**src/verilog/bkpwm_pkg.sv**
```systemverilog
// package: register map, field layout, reset values and encodings of the keying/pwm modulator
package bkpwm_pkg;
    // register offsets (byte addresses, one 32-bit word each)
    localparam logic [7:0] REG_CTRL      = 8'h00;
    localparam logic [7:0] REG_KEY_INC   = 8'h04;
    localparam logic [7:0] REG_MOD_INC   = 8'h08;
    localparam logic [7:0] REG_CAR_INC   = 8'h0C;
    localparam logic [7:0] REG_HOP_INC   = 8'h10;
    localparam logic [7:0] REG_WIDTH     = 8'h14;
    localparam logic [7:0] REG_WDEV      = 8'h18;
    localparam logic [7:0] REG_STATUS    = 8'h1C;
    // control field positions
    localparam int CTRL_EN_POS    = 0;
    localparam int CTRL_TYPE_LSB  = 1;
    localparam int CTRL_SRC_LSB   = 4;
    localparam int CTRL_SHAPE_LSB = 6;
    localparam int CTRL_POL_POS   = 8;
    localparam int CTRL_PULSE_POS = 9;
    // reset values
    localparam logic [31:0] CTRL_RST    = 32'h0000_0000;
    localparam logic [31:0] INC_RST     = 32'h0000_0000;
    localparam logic [15:0] WIDTH_RST   = 16'h8000;
    localparam logic [15:0] WDEV_RST    = 16'h0000;
    // modulation types
    localparam logic [2:0] TYPE_OFF = 3'h0;
    localparam logic [2:0] TYPE_PWM = 3'h1;
    localparam logic [2:0] TYPE_ASK = 3'h2;
    localparam logic [2:0] TYPE_FSK = 3'h3;
    localparam logic [2:0] TYPE_PSK = 3'h4;
    // modulation sources
    localparam logic [1:0] SRC_INT  = 2'h0;
    localparam logic [1:0] SRC_EXT  = 2'h1;
    localparam logic [1:0] SRC_CHAN = 2'h2;
    // internal shapes
    localparam logic [1:0] SHAPE_SQUARE = 2'h0;
    localparam logic [1:0] SHAPE_TRI    = 2'h1;
    localparam logic [1:0] SHAPE_SAW    = 2'h2;
    // phase offset of half a turn on the 32-bit accumulator
    localparam logic [31:0] PHASE_HALF = 32'h8000_0000;
    // internal keying clock runs at twice the programmed keying rate
    localparam int KEY_RATE_MUL = 2;
endpackage

```
**src/verilog/bkpwm_sync.sv**
```systemverilog
// three-stage input synchroniser; output changes when stages two and three agree
`timescale 1ns/1ps
`default_nettype none
module bkpwm_sync #(
    parameter int W = 1
) (
    input  wire logic         clk,
    input  wire logic         nrst,
    input  wire logic [W-1:0] din,
    output var  logic [W-1:0] dout
);
    logic [W-1:0] s1;   // metastability catcher, read only by s2
    logic [W-1:0] s2;   // second stage
    logic [W-1:0] s3;   // third stage

    // shift chain
    always_ff @(posedge clk or negedge nrst)
    begin
        if (!nrst)
        begin
            s1 <= '0;
            s2 <= '0;
            s3 <= '0;
        end
        else
        begin
            s1 <= din;
            s2 <= s1;
            s3 <= s2;
        end
    end

    // accept a new value per bit only once two stages agree, filtering single glitches
    genvar i;
    generate
        for (i = 0; i < W; i++)
        begin : g_bit
            always_ff @(posedge clk or negedge nrst)
            begin
                if (!nrst)
                    dout[i] <= 1'b0;
                else if (s2[i] == s3[i])
                    dout[i] <= s3[i];
            end
        end
    endgenerate
endmodule
`default_nettype wire

```
**src/verilog/bkpwm_top.sv**
```systemverilog
// keying and pulse width modulation control for one carrier channel
// Summary of operation
// RULE_01 - pwm only allowed with pulse carrier
// RULE_02 - width swings about nominal by full deviation
// RULE_03 - external full swing gives exact deviation
// RULE_04 - ask: carrier on for 1, off for 0
// RULE_05 - internal keying clock at twice keying rate
// RULE_06 - external keying bit follows trigger level
// RULE_07 - fsk: hop frequency for 1, carrier for 0
// RULE_08 - psk phase per transition and polarity
// RULE_09 - channel source routed internally, no cable
// RULE_10 - channel source only while that channel enabled
// RULE_11 - external input full swing is full depth
// RULE_12 - external source ignores own frequency, shape, depth
// RULE_13 - internal uses settings; others use source signal
// RULE_14 - switch only at keying bit boundaries
`timescale 1ns/1ps
`default_nettype none
module bkpwm_top #(
    parameter int MW = 16              // modulating sample width, signed
) (
    input  wire logic          clk,
    input  wire logic          nrst,
    input  wire logic [7:0]    addr,          // register byte address
    input  wire logic [31:0]   wdata,         // write data
    input  wire logic          wr,            // write strobe
    input  wire logic          rd,            // read strobe
    output var  logic [31:0]   rdata,         // read data, cycle after rd
    input  wire logic          ext_trig,      // external trigger pin, keying level
    input  wire logic [MW-1:0] ext_mod,       // external modulation sample, full scale = full swing
    input  wire logic [MW-1:0] modulating_channel_wave,  // other channel's waveform
    input  wire logic          modulating_channel_en,    // other channel output enabled
    output var  logic [31:0]   carrier_channel_inc,      // phase increment to carrier dds
    output var  logic [31:0]   carrier_channel_phase,    // phase offset to carrier dds
    output var  logic          carrier_channel_on,       // amplitude gate of carrier
    output var  logic [15:0]   carrier_channel_width,    // positive pulse width, fraction of period
    output var  logic          pwm_refused               // pwm requested on non-pulse carrier
);
    // software registers
    logic [31:0] ctrl;       // enable, type, source, shape, polarity, pulse-carrier flag
    logic [31:0] key_inc;    // keying rate phase increment
    logic [31:0] mod_inc;    // internal modulating frequency increment
    logic [31:0] car_inc;    // carrier frequency increment (f0)
    logic [31:0] hop_inc;    // hop frequency increment (f1)
    logic [15:0] width;      // unmodulated pulse width
    logic [15:0] wdev;       // pulse width deviation

    // decoded fields
    logic        en;
    logic [2:0]  mtype;
    logic [1:0]  src;
    logic [1:0]  shape;
    logic        pol_inv;
    logic        is_pulse;
    assign en       = ctrl[bkpwm_pkg::CTRL_EN_POS];
    assign mtype    = ctrl[bkpwm_pkg::CTRL_TYPE_LSB +: 3];
    assign src      = ctrl[bkpwm_pkg::CTRL_SRC_LSB +: 2];
    assign shape    = ctrl[bkpwm_pkg::CTRL_SHAPE_LSB +: 2];
    assign pol_inv  = ctrl[bkpwm_pkg::CTRL_POL_POS];
    assign is_pulse = ctrl[bkpwm_pkg::CTRL_PULSE_POS];

    // synchronised pin
    logic trig_s;
    bkpwm_sync #(.W(1)) u_trig_sync (
        .clk  (clk),
        .nrst (nrst),
        .din  (ext_trig),
        .dout (trig_s)
    );

    // register writes
    always_ff @(posedge clk or negedge nrst)
    begin
        if (!nrst)
        begin
            ctrl    <= bkpwm_pkg::CTRL_RST;
            key_inc <= bkpwm_pkg::INC_RST;
            mod_inc <= bkpwm_pkg::INC_RST;
            car_inc <= bkpwm_pkg::INC_RST;
            hop_inc <= bkpwm_pkg::INC_RST;
            width   <= bkpwm_pkg::WIDTH_RST;
            wdev    <= bkpwm_pkg::WDEV_RST;
        end
        else if (wr)
        begin
            case (addr)
                bkpwm_pkg::REG_CTRL:    ctrl    <= {22'h000000, wdata[9:0]};
                bkpwm_pkg::REG_KEY_INC: key_inc <= wdata;
                bkpwm_pkg::REG_MOD_INC: mod_inc <= wdata;
                bkpwm_pkg::REG_CAR_INC: car_inc <= wdata;
                bkpwm_pkg::REG_HOP_INC: hop_inc <= wdata;
                bkpwm_pkg::REG_WIDTH:   width   <= wdata[15:0];
                bkpwm_pkg::REG_WDEV:    wdev    <= wdata[15:0];
                default:                ;   // unmapped writes ignored
            endcase
        end
    end

    // status word shows live block state
    logic        key_bit;
    logic        pwm_ok;
    logic [31:0] status;
    assign status = {26'h0000000, modulating_channel_en, trig_s, pwm_ok,
                     carrier_channel_on, key_bit, en};

    // register reads, data valid in the following cycle only
    always_ff @(posedge clk or negedge nrst)
    begin
        if (!nrst)
            rdata <= 32'h0000_0000;
        else if (rd)
        begin
            case (addr)
                bkpwm_pkg::REG_CTRL:    rdata <= ctrl;
                bkpwm_pkg::REG_KEY_INC: rdata <= key_inc;
                bkpwm_pkg::REG_MOD_INC: rdata <= mod_inc;
                bkpwm_pkg::REG_CAR_INC: rdata <= car_inc;
                bkpwm_pkg::REG_HOP_INC: rdata <= hop_inc;
                bkpwm_pkg::REG_WIDTH:   rdata <= {16'h0000, width};
                bkpwm_pkg::REG_WDEV:    rdata <= {16'h0000, wdev};
                bkpwm_pkg::REG_STATUS:  rdata <= status;
                default:                rdata <= 32'h0000_0000;  // unmapped reads zero
            endcase
        end
        else
            rdata <= 32'h0000_0000;
    end

    // internal keying clock: accumulator at twice the keying rate, toggles the bit on wrap
    logic [31:0] key_acc;
    logic [32:0] key_sum;
    logic        key_wrap;
    assign key_sum  = {1'b0, key_acc} + {1'b0, key_inc[30:0], 1'b0};   // RULE_05
    assign key_wrap = key_sum[32];
    always_ff @(posedge clk or negedge nrst)
    begin
        if (!nrst)
            key_acc <= 32'h0000_0000;
        else if (en && src == bkpwm_pkg::SRC_INT)
            key_acc <= key_sum[31:0];
        else
            key_acc <= 32'h0000_0000;
    end

    // raw keying bit per source; channel source only while it is enabled
    logic int_bit;
    logic raw_bit;
    always_ff @(posedge clk or negedge nrst)
    begin
        if (!nrst)
            int_bit <= 1'b0;
        else if (!en || src != bkpwm_pkg::SRC_INT)
            int_bit <= 1'b0;
        else if (key_wrap)
            int_bit <= ~int_bit;   // RULE_05
    end
    always_comb
    begin
        case (src)
            bkpwm_pkg::SRC_INT:  raw_bit = int_bit;
            bkpwm_pkg::SRC_EXT:  raw_bit = trig_s;   // RULE_06
            bkpwm_pkg::SRC_CHAN: raw_bit = modulating_channel_en
                                           & ~modulating_channel_wave[MW-1];   // RULE_09 RULE_10
            default:             raw_bit = 1'b0;
        endcase
    end

    // keying bit register: every ask, fsk and psk carrier change follows this one edge; the pwm width does not
    logic key_prev;
    always_ff @(posedge clk or negedge nrst)
    begin
        if (!nrst)
        begin
            key_bit  <= 1'b0;
            key_prev <= 1'b0;
        end
        else
        begin
            key_bit  <= raw_bit;   // RULE_14
            key_prev <= key_bit;
        end
    end

    // internal modulating waveform from its own phase accumulator
    logic [31:0]        mod_acc;
    logic signed [MW-1:0] int_wave;
    always_ff @(posedge clk or negedge nrst)
    begin
        if (!nrst)
            mod_acc <= 32'h0000_0000;
        else
            mod_acc <= mod_acc + mod_inc;   // RULE_13
    end
    always_comb
    begin
        case (shape)
            bkpwm_pkg::SHAPE_SQUARE: int_wave = mod_acc[31] ? {1'b1, {(MW-1){1'b0}}}
                                                            : {1'b0, {(MW-1){1'b1}}};
            bkpwm_pkg::SHAPE_TRI:    int_wave = (mod_acc[31] ? ~mod_acc[30 -: MW]
                                                             : mod_acc[30 -: MW])
                                                ^ {1'b1, {(MW-1){1'b0}}};
            bkpwm_pkg::SHAPE_SAW:    int_wave = mod_acc[31 -: MW] ^ {1'b1, {(MW-1){1'b0}}};
            default:                 int_wave = '0;
        endcase
    end

    // modulating sample: settings only for internal; external and channel take their signal
    logic signed [MW-1:0] mod_wave;
    always_comb
    begin
        case (src)
            bkpwm_pkg::SRC_INT:  mod_wave = int_wave;   // RULE_13
            bkpwm_pkg::SRC_EXT:  mod_wave = ext_mod;    // RULE_12 RULE_11
            bkpwm_pkg::SRC_CHAN: mod_wave = modulating_channel_en ? modulating_channel_wave
                                                                  : '0;   // RULE_09 RULE_10
            default:             mod_wave = '0;
        endcase
    end

    // pwm width: nominal plus deviation scaled by normalised sample, full scale hits full dev
    logic signed [MW+16:0] dev_prod;
    logic signed [17:0]    width_mod;
    assign dev_prod  = mod_wave * $signed({1'b0, wdev});   // RULE_02 RULE_03
    // dropping MW-1 low bits divides by the sample's full-scale magnitude, so a full swing
    // moves the width by exactly wdev; an extra halving here would give only half the deviation
    assign width_mod = $signed({2'b00, width}) + $signed(dev_prod[MW+16 -: 18]);   // RULE_03
    assign pwm_ok    = is_pulse;   // RULE_01

    // carrier controls; ask, fsk and psk changes line up with the registered keying bit, pwm width follows width_mod
    always_ff @(posedge clk or negedge nrst)
    begin
        if (!nrst)
        begin
            carrier_channel_inc   <= 32'h0000_0000;
            carrier_channel_phase <= 32'h0000_0000;
            carrier_channel_on    <= 1'b0;
            carrier_channel_width <= 16'h0000;
            pwm_refused           <= 1'b0;
        end
        else
        begin
            carrier_channel_inc   <= car_inc;
            carrier_channel_on    <= 1'b1;
            carrier_channel_width <= width;
            pwm_refused           <= en && mtype == bkpwm_pkg::TYPE_PWM && !is_pulse;   // RULE_01
            if (en)
            begin
                case (mtype)
                    bkpwm_pkg::TYPE_PWM:
                        if (is_pulse)   // RULE_01
                        begin
                            if (width_mod < 0)
                                carrier_channel_width <= 16'h0000;
                            else if (width_mod > 18'sh0FFFF)
                                carrier_channel_width <= 16'hFFFF;
                            else
                                carrier_channel_width <= width_mod[15:0];   // RULE_02
                        end
                    bkpwm_pkg::TYPE_ASK:
                        carrier_channel_on <= key_bit;   // RULE_04 RULE_14
                    bkpwm_pkg::TYPE_FSK:
                        carrier_channel_inc <= key_bit ? hop_inc : car_inc;   // RULE_07
                    bkpwm_pkg::TYPE_PSK:
                        if (key_bit != key_prev)   // RULE_14
                            carrier_channel_phase <= (key_bit ^ pol_inv)
                                ? 32'h0000_0000 : bkpwm_pkg::PHASE_HALF;   // RULE_08
                    default: ;
                endcase
            end
        end
    end
endmodule
`default_nettype wire

```
**config.mk**
```make
export PLATFORM = sky130hd
export DESIGN_NAME = bkpwm_top
export DESIGN_NICKNAME = d
export VERILOG_FILES = /design/src/verilog/bkpwm_pkg.sv /design/src/verilog/bkpwm_sync.sv /design/src/verilog/bkpwm_top.sv
export SDC_FILE = /design/constraint.sdc
export NUM_CORES = 1
export LEC_CHECK = 0
export BUFFER_PORTS_ARGS = -buffer_cell sky130_fd_sc_hd__clkbuf_2
export CELL_PAD_IN_SITES_DETAIL_PLACEMENT = 0
export CELL_PAD_IN_SITES_GLOBAL_PLACEMENT = 1
export CORE_UTILIZATION = 44
export CTS_CLUSTER_SIZE = 30
export DETAILED_ROUTE_END_ITERATION = 12
export PLACE_DENSITY = 0.78
export RECOVER_POWER = 25
export SYNTH_ARGS = -nofsm -noshare
export SYNTH_HDL_FRONTEND = slang
export SYNTH_HIERARCHICAL = 1
export SYNTH_SLANG_ARGS = --single-unit
```
**constraint.sdc**
```tcl
create_clock -name clk -period 8.9 [get_ports clk]
set_input_delay 1.78 -clock clk [delete_from_list [all_inputs] [get_ports clk]]
set_output_delay 1.78 -clock clk [all_outputs]
set_load 0.01 [all_outputs]
```
==> results of run 1 <==
## sequential cells by signal, summed over array words and instances (netlist names)
register               count
car_inc                   32
carrier_channel_inc       32
hop_inc                   32
key_inc                   32
mod_acc                   32
mod_inc                   32
rdata                     32
key_acc                   31
carrier_channel_width     16
wdev                      16
width                     16
ctrl                      10
carrier_channel_on         1
carrier_channel_phase      1
int_bit                    1
key_bit                    1
key_prev                   1
pwm_refused                1
u_trig_sync/dout           1
u_trig_sync/s1             1
u_trig_sync/s2             1
u_trig_sync/s3             1
## per-stage QoR
stage	TNS [ns]	instance area [um2]
after global placement	-22.64	27830
after CTS	-13.68	29120
after floorplan	-16.32	25260
after detailed placement	-26.56	27830
final	-12.42	29360
after global routing	-17.76	29360
## critical path: cells and delay by family
kind | cells | cell delay [ns]
adder cells (fa/ha/maj) | 8 | 3.17
buffers and inverters | 7 | 0.56
AO/OA/AOI/OAI | 15 | 2.86
AND/OR/NAND/NOR | 11 | 1.78
## cells by family after synthesis
logic type / after synthesis / synth area share (%)
AOI/OAI and AO/OA: 437 / 11.70
DFF: 323 / 32.26
muxes: 221 / 9.911
xor gates and xnor gates: 79 / 2.791
buffers and inverters: 394 / 6.536
and+or+nand+nor: 555 / 11.19
adders and majority gates: 395 / 25.59
other: 1 / 0.01496
## area by class of cell
type	count	area, um2	share of cell area (%)
Multi-Input combinational cell	1718	15800	53.80
Sequential cell	323	8084	27.53
Timing Repair Buffer	359	2377	8.096
Inverter	260	975.9	3.324
Tap cell	756	945.9	3.221
Clock buffer	44	938.4	3.196
Clock inverter	17	242.7	0.8267
Antenna cell	1	2.502	0.008522
## routing by layer
metal | global-route usage (%) | routed length, um | vias to the layer above
li1 | - | - | 8694
met1 | 35.40 | 32360 | 9919
met2 | 42.48 | 34430 | 611
met3 | 2.585 | 3749 | 132
met4 | 9.438 | 2569 | 0
met5 | 0 | 0 | -
## report_power, final
group / switching [W] / internal, W / leakage (nW)
sequential: 0.000118 / 0.00159 / 4.39
combinational: 0.00211 / 0.00187 / 10.1
clock: 0.000616 / 0.000899 / 0.584
total: 0.00285 / 0.00436 / 15.0
## worst max-delay path by stage
stage,end,depth (start not counted),from
2_1_floorplan,carrier_channel_width[14],43,modulating_channel_en
3_3_place_gp,carrier_channel_width[10],41,modulating_channel_en
3_5_place_dp,carrier_channel_width[4],41,modulating_channel_en
4_1_cts,carrier_channel_width[4],42,modulating_channel_en
5_1_grt,carrier_channel_width[8],43,modulating_channel_en
6_report,carrier_channel_width[8],41,modulating_channel_en
## cell usage in the layout (no fill, tap or decap), drive strengths merged, types with 48 or more instances in the layout
cell type,netlist,routed
clkbuf,83,203
ha,198,198
nor2b,57,57
mux2,217,217
dfrtp,322,322
fa,196,196
and2,91,91
inv,260,261
nor2,107,107
a21oi,109,109
nand2,184,184
buf,51,200
a22oi,90,90
xnor2,48,48
## what timing repair did
| action | 4_1_cts | 5_1_grt |
|---|---|---|
| pin swaps | 5 | 21 |
| endpoints found under the setup margin | 16 | 16 |
| cloned | 0 | 2 |
| buffers inserted | 4 | 3 |
| resized for setup | 19 | 40 |
==> results.toml, run 1 <==
[run_status]
status = "complete, but fails checks"
violations = "setup timing"

[setup_path]
reg2reg_to = "carrier_channel_width[8]"
path_class = "primary input to flop"
cp.required_ns = 9.34
rrSetupSlack_ns = -0.56
slowest_delay_ns = 0.50
arrival_ns = 10.17
cp-start-kind = "primary input"
r2r-start = "ctrl[7]"
ff2ff_path_depth = 48
crit_top_cell = "fa_1"
crit_fanout = 5
critical_path.slowest_cell = "fa_1"
crit_path_end_kind = "flop"

[route]
via_count = 19360
drcViolationCount = 0
drt-total-wl_um = 73110
drtIter0Drc = 1075
vias_per_cell = 5.565
postRouteAntennaNets = 0
drt-pass1-iter-count = 6
wl_per_cell_um = 21.02

[place]
dp.cells = 3407
portBuffers = 160
gp_congestion = 0.9319
place_ws_ns = -1.713
place_hpwl_um = 55200

[synth]
ys.flop_type = "dfrtp_1"
synth_edf_count = 0
synth-seq-cells = 323
yosys_warnings = 6
synthTopCellsByCount = "322 x dfrtp_1, 260 x inv_1, 217 x mux2_2, 198 x ha_1, 196 x fa_1"
synth_cell_type_count = 75
synth_top_area_share_pct = 32.15
ys_top_cells_by_area = "dfrtp_1 32%, fa_1 16%, ha_1 9.9%"
async_flop_share_pct = 100.0
ys_seq_area_share_pct = 32.26
syn_area_per_cell_um2 = 10.42
yosysTopAreaCell = "dfrtp_1"
syn_area_um2 = 25060
synth_most_common_cell = "dfrtp_1"
syn_inst = 2405

[global_routing]
grt_pass1_wl_um = 114400
antenna_found_initial = 0
track_usage_pct = 25.84
grt_max_degree = 126
overflow = 0
grt_pass1_vias = 20320

[hold_path]
whs_path_depth = 0
hp-class = "flop to flop"
whs_endpoint = "u_trig_sync/s2"
min_from = "u_trig_sync/s1"

[sta]
max_freq_mhz = 102.8
fin_skew_ns = 0.02777
hold_viol = 0
rsz0062_at_grt = "true"
timing.final.crit_share_pct = 109.3
finalMaxSlewViolations = 0
worstMarginPinSlew_ns = 1.138
setup_slack_ns = -0.8266
min_period_ns = 9.727
slew_headroom_pct = 23.93
setup_violations = 16
fin_hold_ws_ns = 0.3529

[power]
p_per_area_nw_per_um2 = 245.6
leakage_nw = 15.02
max-vdd-ir-drop_uv = 179.8
power.total_w = 0.007210

[clocking]
cts_htree_levels = 2
cts.clk_slew.worst_paths_ns = 0.06
cts_buffers = 34
clockBufferDepth = 3
numClockSinks = 323
tritoncts = "built"
postCtsHoldBufs = 0
clock-root-buffer = "clkbuf_16"
clk_latency_ns = 0.54

[final_layout]
drive_above_1_share_pct = 26.46
area_growth_pct = 17.18
finalNetCount = 3168
final_core_util_pct = 52.18
fin_cells = 3478
fillers = 5039

[die]
die_area_um2 = 57910
core.rowCount = 87
die_y_um = 240.6
io_pins = 192
die_w_um = 240.6
initial_core_util_pct = 44.53
core_area_um2 = 56280

[job]
cap_violations = 0
(Power assumes the default switching activity.)
==> run 2, diff against run 1 <==
--- a/config.mk
+++ b/config.mk
@@ -17,3 +17,4 @@
 export SYNTH_HDL_FRONTEND = slang
 export SYNTH_HIERARCHICAL = 1
 export SYNTH_SLANG_ARGS = --single-unit
+export TNS_END_PERCENT = 30
==> results.toml, run 2 (synthesized netlist as in run 1, its figures left out) <==
[power]
p_per_area_nw_per_um2 = 240.2
max-vdd-ir-drop_uv = 160.1
power.total_w = 0.007020
leakage_nw = 15.03

[global_routing]
grt_max_degree = 139
antenna_found_initial = 5
grt_pass1_vias = 20580
track_usage_pct = 26.26
overflow = 0
grt_pass1_wl_um = 116200

[setup_path]
crit_start = "modulating_channel_en"
arrival_ns = 10.41
reg2reg_to = "carrier_channel_width[5]"
r2r-start = "ctrl[5]"
rrSetupSlack_ns = -0.84
cp.required_ns = 9.36
slowest_delay_ns = 0.51
cp-start-kind = "primary input"
crit_top_cell = "fa_1"
crit_end = "carrier_channel_width[5]"
critical_path.slowest_cell = "fa_1"
crit_path_end_kind = "flop"
crit_fanout = 5
ff2ff_path_depth = 42
path_class = "primary input to flop"

[place]
gp_congestion = 0.9316
portBuffers = 160
place_ws_ns = -1.666
postPlaceCellArea_um2 = 27950
dp.cells = 3422
place_hpwl_um = 56190

[route]
via_count = 19310
drt-pass1-iter-count = 5
wl_per_cell_um = 21.14
wl_met2_um = 34700
drtIter0Drc = 1122
drt-total-wl_um = 73590
vias_per_cell = 5.546
wl_met3_um = 4575
topRoutingLayerUsed = "met5"
drcViolationCount = 0
postRouteAntennaNets = 0
drt-met1-wl_um = 31810

[die]
core_area_um2 = 56280
die_w_um = 240.6
die_area_um2 = 57910
die_y_um = 240.6
initial_core_util_pct = 44.53
core.rowCount = 87
io_pins = 192

[hold_path]
hp-class = "flop to flop"
min_from = "u_trig_sync/s1"

[final_layout]
fin_cells = 3481
mostFrequentLayoutCell = "dfrtp_1"
finalNetCount = 3177
area_growth_pct = 16.61
layout_common_cells = "322 x dfrtp_1, 260 x inv_1, 209 x mux2_2, 197 x buf_4, 195 x ha_1"
drive_above_1_share_pct = 25.07
final_core_util_pct = 51.92
final_cell_area_um2 = 29220

[sta]
setup_slack_ns = -1.052
max_freq_mhz = 100.5
setup_violations = 16
worstMarginPinSlew_ns = 6.117
fin_skew_ns = 0.02792
slew_headroom_pct = -307.8
timing.final.crit_share_pct = 111.8
finalMaxSlewViolations = 172
rsz0062_at_grt = "true"
min_period_ns = 9.952
hold_viol = 0

[run_status]
status = "complete, but fails checks"
violations = "capacitance limit, slew limit, setup timing"

[clocking]
clk_latency_ns = 0.55
cts.clk_slew.worst_paths_ns = 0.06
numClockSinks = 323
clockBufferDepth = 3
tritoncts = "built"
clock-root-buffer = "clkbuf_16"
cts_buffers = 35
cts_htree_levels = 2

[job]
cap_violations = 2
[run 2: changes by cell type in the layout (fill, tap and decap cells not counted), sizes merged]
cell,delta
clkinvlp,+2
dlymetal6s4s,+1
clkinv,-3
bufinv,-2
buf,+5
[run 2: through the flow]
step / TNS, ns / hold WS (ns)
after floorplan: -16.56 / 0.3312
after global placement: -22.06 / 0.3353
after detailed placement: -26.16 / 0.3426
after CTS: -15.18 / 0.3655
after global routing: -21.25 / 0.3823
final: -16.06 / 0.3647
[run 2: routing by layer]
metal / track usage (%) / up-vias
met4: 9.342 / 4
met5: 0 / -
met2: 43.23 / 570
li1: - / 8721
met1: 35.38 / 9882
met3: 3.626 / 130
[run 2: how the worst min path moves through the flow]
stage | endpoint | slack [ns] | cells after the start
6_report | u_trig_sync/s2 | 0.36 | 0
5_1_grt | u_trig_sync/s2 | 0.38 | 0
4_1_cts | u_trig_sync/s2 | 0.37 | 0
3_5_place_dp | u_trig_sync/s2 | 0.34 | 0
3_3_place_gp | u_trig_sync/s2 | 0.34 | 0
2_1_floorplan | u_trig_sync/s2 | 0.33 | 0
[run 2: cell type report]
type	count	area, um2
Antenna cell	1	2.502
Inverter	260	975.9
Multi-Input combinational cell	1718	15640
Sequential cell	323	8084
Tap cell	756	945.9
Fill cell	5088	27060
Clock buffer	42	932.1
Clock inverter	14	188.9
Timing Repair Buffer	367	2451
[run 2: power breakdown]
group	total, W	switching (W)	internal [W]
sequential	0.00171	0.000116	0.00159
clock	0.00145	0.000614	0.000838
combinational	0.00386	0.00204	0.00182
total	0.00702	0.00277	0.00425
[run 2: repair_timing]
item,CTS,global route
cloned,0,1
buffers inserted,0,1
hold buffers,0,0
gates resized for setup,12,14
setup endpoints to repair,16,16
pin swaps,3,20
endpoints found under the hold margin,0,0
[run 2: worst max-delay path: cells and delay by family]
kind	cells	cell delay [ns]
buffers and inverters	9	0.85
AO/OA/AOI/OAI	12	2.38
AND/OR/NAND/NOR	13	2.16
adder cells (fa/ha/maj)	8	3.23
==> run 3, diff against run 2 <==
--- a/config.mk
+++ b/config.mk
@@ -12,7 +12,6 @@
 export CTS_CLUSTER_SIZE = 30
 export DETAILED_ROUTE_END_ITERATION = 12
 export PLACE_DENSITY = 0.78
-export RECOVER_POWER = 25
 export SYNTH_ARGS = -nofsm -noshare
 export SYNTH_HDL_FRONTEND = slang
 export SYNTH_HIERARCHICAL = 1
==> results.toml, run 3 (synthesized netlist as in run 1, its figures left out) <==
[final_layout]
drive_above_1_share_pct = 25.55
mostFrequentLayoutCell = "dfrtp_1"
multi_input_area_um2 = 15640
area_growth_pct = 16.66
regArea_um2 = 8084
layout_common_cells = "322 x dfrtp_1, 260 x inv_1, 217 x mux2_2, 199 x buf_4, 195 x ha_1"
fin_cells = 3481
fillers = 5086
finalNetCount = 3177
final_cell_area_um2 = 29230

[die]
initial_core_util_pct = 44.53
die_w_um = 240.6
die_area_um2 = 57910
die_y_um = 240.6
io_pins = 192
core.rowCount = 87
core_area_um2 = 56280

[place]
postPlaceCellArea_um2 = 27950
place_hpwl_um = 56190
gp_congestion = 0.9316
dp.cells = 3422
portBuffers = 160

[global_routing]
track_usage_pct = 26.26
antenna_found_initial = 5
grt_pass1_wl_um = 116200
grt_pass1_vias = 20580
grt_max_degree = 139
overflow = 0

[setup_path]
crit_path_end_kind = "flop"
arrival_ns = 10.41
cp-start-kind = "primary input"
path_class = "primary input to flop"
cp_top_family = "adder cells"
critical_path.slowest_cell = "fa_1"
crit_fanout = 5
crit_top_cell = "fa_1"
cp.required_ns = 9.36
r2r-start = "mod_acc[31]"
crit_buf_inv = 9
crit_start = "modulating_channel_en"
slowest_delay_ns = 0.51

[clocking]
tritoncts = "built"
cts_buffers = 35
cts_htree_levels = 2
clock-root-buffer = "clkbuf_16"
clk_latency_ns = 0.55
clockBufferDepth = 3
cts.clk_slew.worst_paths_ns = 0.06
numClockSinks = 323

[sta]
fin_skew_ns = 0.02823
hold_viol = 0
worstMarginPinSlew_ns = 1.135
max_freq_mhz = 100.6
setup_violations = 16
timing.final.crit_share_pct = 111.7
min_period_ns = 9.945
slew_headroom_pct = 24.16
setup_slack_ns = -1.045
finalMaxSlewViolations = 0
rsz0062_at_grt = "true"
fin_setup_tns_ns = -15.96

[power]
max-vdd-ir-drop_uv = 160.0
p_per_area_nw_per_um2 = 240.2
leakage_nw = 15.03
power.total_w = 0.007022

[route]
drt-pass1-iter-count = 5
vias_per_cell = 5.542
drcViolationCount = 0
postRouteAntennaNets = 0
drt-total-wl_um = 73520
drtIter0Drc = 1179
via_count = 19290
wl_per_cell_um = 21.12

[run_status]
status = "complete, but fails checks"
violations = "setup timing"

[job]
cap_violations = 0

[hold_path]
hp-class = "flop to flop"
min_from = "u_trig_sync/s1"
## run 3: where the power goes
part | leakage, nW | switching [W] | internal, W
clock | 0.540 | 0.000616 | 0.000839
sequential | 4.39 | 0.000116 | 0.00159
combinational | 10.1 | 0.00204 | 0.00182
## run 3: final cells by class
cell class	instances	share of cell area, %
clock buffer	42	3.189
multi-input combinational	1718	53.51
clock inverter	14	0.6463
timing repair buffer	367	8.423
sequential	323	27.65
inverter	260	3.338
antenna	1	0.008560
tap	756	3.236
## run 3: through the flow
stage | hold WS [ns] | utilization, % | setup slack, ns
after global routing | 0.3823 | 51.95 | -1.373
after global placement | 0.3353 | 49.67 | -1.400
after CTS | 0.3655 | 51.73 | -0.9854
after detailed placement | 0.3426 | 49.67 | -1.666
after floorplan | 0.3312 | - | -1.074
final | 0.3650 | 51.95 | -1.045
## run 3: metal layers
metal	up-vias	part of all wire, %	global-route usage [%]
met4	4	3.4	9.342
met1	9841	43	35.38
met5	-	0.037	0
li1	8717	-	-
met3	136	6.3	3.626
met2	594	47	43.23
## run 3: worst paths after layout
check	slack (ns)	cells past startpoint	to
max	-1.05	42	carrier_channel_width[5]
min	0.36	0	u_trig_sync/s2
max reg2reg	-0.55	47	carrier_channel_width[5]
min reg2reg	0.36	0	u_trig_sync/s2
max in group asynchronous	5.95	2	carrier_channel_inc[5]
min in group asynchronous	1.37	1	carrier_channel_inc[20]
## run 3: worst register-to-register path: cells and delay by family, from the launching register on
family / cells / cell delay, ns
compound gates: 14 / 2.55
fa+ha+maj: 8 / 2.93
buf+inv: 10 / 0.95
flops: 1 / 0.43
mux: 1 / 0.27
simple gates: 14 / 2.24
## run 3: what timing repair did
item | in CTS | in global routing
setup buffers | 0 | 1
pin swaps | 3 | 20
gates cloned | 0 | 1
gates resized for setup | 12 | 14
setup endpoints to repair | 16 | 16
hold buffers | 0 | 0
